**config.mk**
```make
export PLATFORM = sky130hd
export DESIGN_NAME = ebg_bus_grant
export DESIGN_NICKNAME = d
export VERILOG_FILES = /design/src/hdl/ebg_bus_grant.v /design/src/hdl/ebg_sync.v
export VERILOG_INCLUDE_DIRS = /design/src /design/src/hdl
export SDC_FILE = /design/constraint.sdc
export NUM_CORES = 1
export LEC_CHECK = 0
export BUFFER_PORTS_ARGS = -buffer_cell sky130_fd_sc_hd__buf_2
export CAP_MARGIN = 20
export CORE_UTILIZATION = 35
export DETAILED_ROUTE_END_ITERATION = 7
export PLACE_DENSITY = 0.56
export SLEW_MARGIN = 25
export SYNTH_ARGS = -nofsm -noshare
export SYNTH_HDL_FRONTEND = slang
export SYNTH_SLANG_ARGS = --single-unit
```
**constraint.sdc**
```tcl
create_clock -name ref_clk -period 4.05 [get_ports ref_clk]
set_input_delay 0.81 -clock ref_clk [delete_from_list [all_inputs] [get_ports ref_clk]]
set_output_delay 0.81 -clock ref_clk [all_outputs]
set_load 0.01 [all_outputs]
```
**src/hdl/ebg_regs.vh**
```
`ifndef EBG_REGS_VH
`define EBG_REGS_VH

// Processor cycle = two ref_clk periods (clock-out high half, low half)
`define EBG_PHASE_HIGH   1'b1
`define EBG_PHASE_LOW    1'b0

// Strobe idle level (active-low outputs inactive)
`define EBG_STROBE_IDLE  5'h1F
`define EBG_STROBE_W     5

// Arbiter state codes
`define EBG_ST_OWN       3'h0
`define EBG_ST_RELEASE   3'h1
`define EBG_ST_GRANT     3'h2
`define EBG_ST_REGAIN    3'h3
`define EBG_ST_RESUME    3'h4

`endif

```
**src/hdl/ebg_bus_grant.v**
```verilog
`timescale 1ns/1ps
// Contract
// RQ1: A request seen at a processor-cycle boundary is taken in that cycle, otherwise in the next.
// RQ2: The grant goes low in the processor cycle after the one in which the request was taken.
// RQ3: The request may be asynchronous and is synchronised inside the block.
// RQ4: On surrender the five selects and strobes float, starting at a rising clock-out edge.
// RQ5: The grant goes low only after all five outputs have floated.
// RQ6: The outputs are driven again only once the grant has returned high.
// RQ7: The outputs are driven before the clock-out rising edge at which bus activity resumes.
// RQ8: The grant stays low while the request persists and is released when it is withdrawn.
`include "ebg_regs.vh"

module ebg_bus_grant (
    // Clock and reset
    input  wire       ref_clk,
    input  wire       rst_n,
    // Bus arbitration pins
    input  wire       bus_request_n,
    output reg        bus_grant_n,
    // Core strobes (active low): dms, pms, bms, rd, wr
    input  wire [4:0] core_strobe_n,
    // Memory select and strobe pins, enable low = driving
    output reg        data_mem_select_n,
    output reg        prog_mem_select_n,
    output reg        boot_mem_select_n,
    output reg        read_strobe_n,
    output reg        store_strobe_n,
    output reg        strobe_oe_n,
    // Clock out and core status
    output reg        processor_clock_out,
    output reg        core_hold
);

// =============================================
// Request synchroniser
wire req_sync_n;

ebg_sync u_sync (
    .ref_clk  (ref_clk),
    .rst_n    (rst_n),
    .async_in (bus_request_n),
    .sync_out (req_sync_n)
); // RQ3

// =============================================
// Clock-out phase and arbitration
reg [2:0] state;
reg [2:0] next_state;
reg       next_grant_n;
reg       next_oe_n;
reg       next_hold;

// Rising edge of clock-out begins each processor cycle
wire cyc_start = (processor_clock_out == `EBG_PHASE_LOW);

always @* begin
    next_state   = state;
    next_grant_n = bus_grant_n;
    next_oe_n    = strobe_oe_n;
    next_hold    = core_hold;
    case (state)
        `EBG_ST_OWN: begin
            // Sampled once per processor cycle; late arrival waits one cycle
            if (cyc_start && !req_sync_n) begin // RQ1
                next_state = `EBG_ST_RELEASE;
                next_hold  = 1'b1;
                next_oe_n  = 1'b1; // RQ4
            end
        end
        `EBG_ST_RELEASE: begin
            // Grant follows at the next cycle, after outputs have floated
            if (cyc_start) begin
                next_state   = `EBG_ST_GRANT;
                next_grant_n = 1'b0; // RQ2 RQ5
            end
        end
        `EBG_ST_GRANT: begin
            if (cyc_start && req_sync_n) begin // RQ8
                next_state   = `EBG_ST_REGAIN;
                next_grant_n = 1'b1;
            end
        end
        `EBG_ST_REGAIN: begin
            // Grant already high here, so enabling now never overlaps
            next_state = `EBG_ST_RESUME;
            next_oe_n  = 1'b0; // RQ6
        end
        `EBG_ST_RESUME: begin
            // Drivers on for at least a half cycle before activity resumes
            if (cyc_start) begin // RQ7
                next_state = `EBG_ST_OWN;
                next_hold  = 1'b0;
            end
        end
        default: begin
            next_state   = `EBG_ST_OWN;
            next_grant_n = 1'b1;
            next_oe_n    = 1'b0;
            next_hold    = 1'b0;
        end
    endcase
end

always @(posedge ref_clk) begin
    if (!rst_n) begin
        state               <= `EBG_ST_OWN;
        bus_grant_n         <= 1'b1;
        strobe_oe_n         <= 1'b0;
        core_hold           <= 1'b0;
        processor_clock_out <= `EBG_PHASE_LOW;
    end else begin
        state               <= next_state;
        bus_grant_n         <= next_grant_n;
        strobe_oe_n         <= next_oe_n;
        core_hold           <= next_hold;
        processor_clock_out <= ~processor_clock_out;
    end
end

// =============================================
// Strobe registers: idle while the bus is surrendered
always @(posedge ref_clk) begin
    if (!rst_n) begin
        {data_mem_select_n, prog_mem_select_n, boot_mem_select_n,
         read_strobe_n, store_strobe_n} <= `EBG_STROBE_IDLE;
    end else if (next_hold) begin
        {data_mem_select_n, prog_mem_select_n, boot_mem_select_n,
         read_strobe_n, store_strobe_n} <= `EBG_STROBE_IDLE; // RQ4
    end else begin
        {data_mem_select_n, prog_mem_select_n, boot_mem_select_n,
         read_strobe_n, store_strobe_n} <= core_strobe_n;
    end
end

endmodule

```
**src/hdl/ebg_sync.v**
```verilog
`timescale 1ns/1ps
// =============================================
// Two-stage synchroniser for an asynchronous level
module ebg_sync (
    // Clock and reset
    input  wire ref_clk,
    input  wire rst_n,
    // Level in and out
    input  wire async_in,
    output reg  sync_out
);

reg meta;

always @(posedge ref_clk) begin
    if (!rst_n) begin
        meta     <= 1'b1;
        sync_out <= 1'b1;
    end else begin
        meta     <= async_in;
        sync_out <= meta;
    end
end

endmodule

```
# ---- Word level (Yosys, flattened, before mapping)
# Cells that the tools add are included.
dict set report word_totals {
  inputBits 8
  register_bits 14
  wordCells 48
}
dict set report op_classes {
  n_mux 13
  reduce_logical 11
  bitwise_logic 4
  n_eq_ne 8
}
# cell count
set ops {}
lappend ops {{$pmux W3 S5} 1}
lappend ops {{$mux W3} 4}
lappend ops {{$reduce_or A3 Y1} 3}
lappend ops {{$ne A2 B2 Y1 const B} 4}
lappend ops {{$eq A3 B2 Y1 const B} 2}
lappend ops {{$pmux W1 S3} 2}
lappend ops {{$mux W1} 5}
lappend ops {{$not A1 Y1} 4}
lappend ops {{$reduce_and A4 Y1} 1}
lappend ops {{$eq A3 B1 Y1 const B} 1}
lappend ops {{$eq A3 B3 Y1 const B} 1}
lappend ops {{$logic_not A3 Y1} 1}
lappend ops {{$reduce_and A3 Y1} 1}
lappend ops {{$logic_and A1 B1 Y1} 2}
lappend ops {{$pmux W1 S2} 1}
lappend ops {{$reduce_and A2 Y1} 1}
lappend ops {{$reduce_or A2 Y1} 1}
lappend ops {{$logic_not A1 Y1} 1}

# ---- Logic depth before layout (Yosys ltp)
dict set report depth {
  ltp_word 5
  mapped_depth 4
  ltp_nobuf 3
}

# ---- By module
# A second synthesis with hierarchy kept.
dict set report hier_totals {
  hier_cells 53
  area_unflattened_um2 555.5
}
# module instances cells_each area_per_inst_um2 seq_area_each_um2
set by_module_without_submodules {}
lappend by_module_without_submodules {ebg_bus_grant 1 49 503.0 240.2}
lappend by_module_without_submodules {ebg_sync 1 4 52.6 40.0}

# ---- Worst setup path before layout
# No wires, ideal clock.
dict set report synth_path {
  path_type {register to register}
  startpoint {register state[0]}
  endpoint {register boot_mem_select_n}
  period_less_slack_ps 1324
  arrival_ps 1267
  slack_ps 2726
  stages_incl_launch_ff 5
  setup_time_ps 58
  path_buffers 1
  cell_sequence {dfxtp_1 > buf_6 > or4_4 > o2111ai_2 > or2_1}
}
dict set report synth_via {
  elab_chain_len 4
  word_cells_on_any_way 8
  classes_between {4 x eq/ne; 1 x mux; 3 x reduce/logical}
}
# element line_no
set synth_lines {}
lappend synth_lines {{from (decl)} ebg_bus_grant.v:47} ;# reg [2:0] state;
lappend synth_lines {{from (signal assigned)} ebg_bus_grant.v:106} ;# state <= `EBG_ST_OWN;
lappend synth_lines {{from (signal assigned)} ebg_bus_grant.v:112} ;# state <= next_state;
lappend synth_lines {{$eq A3 B2 Y1 / $eq A3 B1 Y1 (equally long branches)} ebg_bus_grant.v:61} ;# case (state)
lappend synth_lines {{$reduce_or A3 Y1 (no source line)} -}
lappend synth_lines {{$pmux W1 S3 (*)} ebg_bus_grant.v:61}
lappend synth_lines {{$reduce_or A2 Y1 (no source line) (*)} -}
lappend synth_lines {{to (decl)} ebg_bus_grant.v:25} ;# output reg boot_mem_select_n,
# Mark *: on every way between the ends. The rest lies on a longest branch, timed or not.
# A chain may end at the register's enable or synchronous reset.

# ---- Worst setup path after layout
dict set report layout_path {
  startpoint {register processor_clock_out}
  endpoint {output port processor_clock_out}
}
# element line_no
set layout_rtl {}
lappend layout_rtl {{from (decl)} ebg_bus_grant.v:30} ;# output reg processor_clock_out,
lappend layout_rtl {{from (signal assigned)} ebg_bus_grant.v:110} ;# processor_clock_out <= `EBG_PHASE_LOW;
lappend layout_rtl {{from (signal assigned)} ebg_bus_grant.v:116} ;# processor_clock_out <= ~processor_clock_out;
# No word-level cell between the ends.

==> results.sh <==
export IMPL_crit_family="flip-flops"
export IMPL_ys_top_cells_by_count="dfxtp_1, or2_1, nand2b_1"
export IMPL_wl_per_cell_um=10.38
export IMPL_ys_warn_count=0
export IMPL_synth_most_common_cell="dfxtp_1"
export IMPL_skew_ns=0.004153
export IMPL_p_seq_share_pct=55.0
export IMPL_synth_area_leaders="dfxtp_1, or2_1, nand2b_1"
export IMPL_synth_top_area_share_pct=51.61
export IMPL_netlist_instances=53
export IMPL_p_int_uw=215.3
export IMPL_portBuffers=16
export IMPL_cts_root_buffer="clkbuf_4"
export IMPL_stdcell_count=85
export IMPL_fp_row_count=13
export IMPL_slew_headroom_pct=75.62
export IMPL_area_growth_pct=21.43
export IMPL_vias=412
export IMPL_cp_data_required_time_ns=3.24
export IMPL_wl_met2_um=391
export IMPL_netlist_area_um2=543.0
export IMPL_drv_cap=0
export IMPL_hold_ws_ns=0.4164
export IMPL_dr_pass1_iters=2
export IMPL_cts_path_max_buffers=2
export IMPL_slowest_stage="dfxtp_1"
export IMPL_max_freq_ghz=0.5631
export IMPL_critical_path_max_stage_delay_ns=0.50
export IMPL_tns_ns=0
export IMPL_pwr_share_comb_pct=10.0
export IMPL_top_layer_used="met4"
export IMPL_place_inst=81
export IMPL_cp_arrival_ns=0.97
export IMPL_diodes=0
export IMPL_synthArstFlopShare_pct=0
export IMPL_die_h_um=41.39
export IMPL_cts_setup_buffers=0
export IMPL_ys_flop_type="dfxtp_1"
export IMPL_drt_iter0_markers=1
export IMPL_start_kind="flip-flop"
export IMPL_syn_num_nets=61
export IMPL_final_nets=79
export IMPL_swShare_pct=22.13
export IMPL_cp_buffers_inverters=1
export IMPL_ys_seq_elements=14
export IMPL_timing_final_ws_setup_ns=2.274
export IMPL_yosys_area_top_type="dfxtp_1"
export IMPL_avgSynthCellArea_um2=10.25
export IMPL_status="completed"
export IMPL_grt_start_max_net_pins=12
export IMPL_ys_types=25
export IMPL_initial_core_util_pct=39.74
export IMPL_wl_met3_um=29
export IMPL_drive_gt1_share_pct=31.43
export IMPL_first_global_vias=327
export IMPL_drtAntennaViolNets=0
export IMPL_ys_seq_area_share_pct=51.61
export IMPL_drv_slew=0
export IMPL_post_route_period_util_pct=43.85
export IMPL_die_area_um2=1713
export IMPL_period_minus_slack_ns=1.776
export IMPL_antenna_found_initial=0
export IMPL_path_cells="buf_2"
export IMPL_place_ws_ns=2.531
export IMPL_grt_pass1_wl_mm=1.400
export IMPL_holdCritPathClass="flip-flop to flip-flop"
export IMPL_finalSetupViolations=0
export IMPL_cts_hold_buffers=0
export IMPL_clkLatencyLatePin_ns=0.27
export IMPL_powerDensity_nw_per_um2=419.2
export IMPL_switchingPower_uw=61.17
export IMPL_crit_path_max_fanout=10
export IMPL_routed_wl_um=882
export IMPL_vias_per_cell=4.847
export IMPL_rsz0062_at_grt="no"
export IMPL_io_pins=17
export IMPL_cts_clk_slew_worst_paths_ns=0.08
export IMPL_grt_overflow=0
export IMPL_vdd_ir_drop_max_mv=0.2545
export IMPL_core_area_um2=1366
export IMPL_hpwl_um=628.7
export IMPL_critical_path_class="flip-flop to output pin"
export IMPL_leakage_nw=0.2683
export IMPL_cp_end_kind="output pin"
export IMPL_cts_resized=0
export IMPL_wl_met1_um=448
export IMPL_clockPowerShare_pct=35.0
export IMPL_cts_tree="done"
export IMPL_cts_sinks=14
export IMPL_gp_congestion=0.7518
export IMPL_htreeDepth=1
export IMPL_hold_violations=0
export IMPL_die_w_um=41.39
export IMPL_tightestPinTransition_ns=0.3652
export IMPL_drc_errors=0
export IMPL_grt_usage_pct=13.33
export IMPL_synth_edf_count=0
export IMPL_cts_buffers=3
per-layer routing:
metal,vias up,GRT usage (%)
li1,215,-
met1,186,17.21
met2,9,16.80
met3,2,4.787
met4,0,12.10
met5,-,0
cell usage in the layout (no fill, tap or decap):
cell type,synthesis,routed
a21boi_1,1,1
nand2b_1,4,4
buf_2,0,16
dfxtp_1,14,14
o21ai_0,2,2
clkbuf_8,0,1
nor3_1,2,2
or3_1,1,1
or2_1,5,5
clkbuf_4,0,3
mux2i_1,1,1
nand3b_1,2,2
or2_0,1,1
o31ai_1,1,1
o211ai_1,1,1
xor2_1,1,1
nor2_1,3,3
and2_1,1,1
nand3_1,1,1
or4bb_1,1,1
a21oi_1,2,2
and3b_1,1,1
a21boi_0,1,1
o2111ai_2,1,1
or4_4,1,1
nor2b_1,2,2
final timing paths:
path                        from                   to  slack (ns)  cells after the start
max          processor_clock_out  processor_clock_out        2.27                      1
min                  u_sync.meta      u_sync.sync_out        0.42                      1
max reg2reg             state[1]       store_strobe_n        2.64                      3
min reg2reg          u_sync.meta      u_sync.sync_out        0.42                      1
cells by family (layout without fill, tap and decap cells):
logic type	after synthesis	in the layout	synth area share, %
AND/OR/NAND/NOR	25	25	29.49
flip-flops	14	14	51.61
AO/OA/AOI/OAI	9	9	11.98
buffers and inverters	3	20	3.457
XOR/XNOR	1	1	1.613
multiplexers	1	1	1.843
state kept, by name, summed over array words and instances, names as in the netlist:
register and flops:
prog_mem_select_n 1, boot_mem_select_n 1, data_mem_select_n 1, bus_grant_n 1, core_hold 1, strobe_oe_n 1, u_sync.sync_out 1, store_strobe_n 1
read_strobe_n 1, state 3, processor_clock_out 1, u_sync.meta 1
final cells by class:
cell class | instances | area (µm²)
Sequential cell | 14 | 280.3
Timing Repair Buffer | 16 | 80.08
Clock buffer | 4 | 36.28
Tap cell | 15 | 18.77
Multi-Input combinational cell | 36 | 244.0
Fill cell | 148 | 706.9
stage by stage:
stage	total power, mW	instance area [µm²]	util, %
after floorplan	0.1718	543.0	-
after global placement	0.1831	623.1	45.60
after detailed placement	0.1834	623.1	45.60
after CTS	0.2818	659.4	48.26
after global routing	0.2921	659.4	48.26
final	0.2764	659.4	48.26
power groups by stage:
| stage | clock (mW) | sequential, mW | combinational, mW |
|---|---|---|---|
| floorplan | 0 | 0.156 | 0.0158 |
| global placement | 0 | 0.155 | 0.0278 |
| detailed placement | 0 | 0.155 | 0.0280 |
| CTS | 0.101 | 0.152 | 0.0281 |
| global route | 0.107 | 0.154 | 0.0313 |
| finish | 0.0968 | 0.152 | 0.0275 |
(Power assumes the default switching activity.)
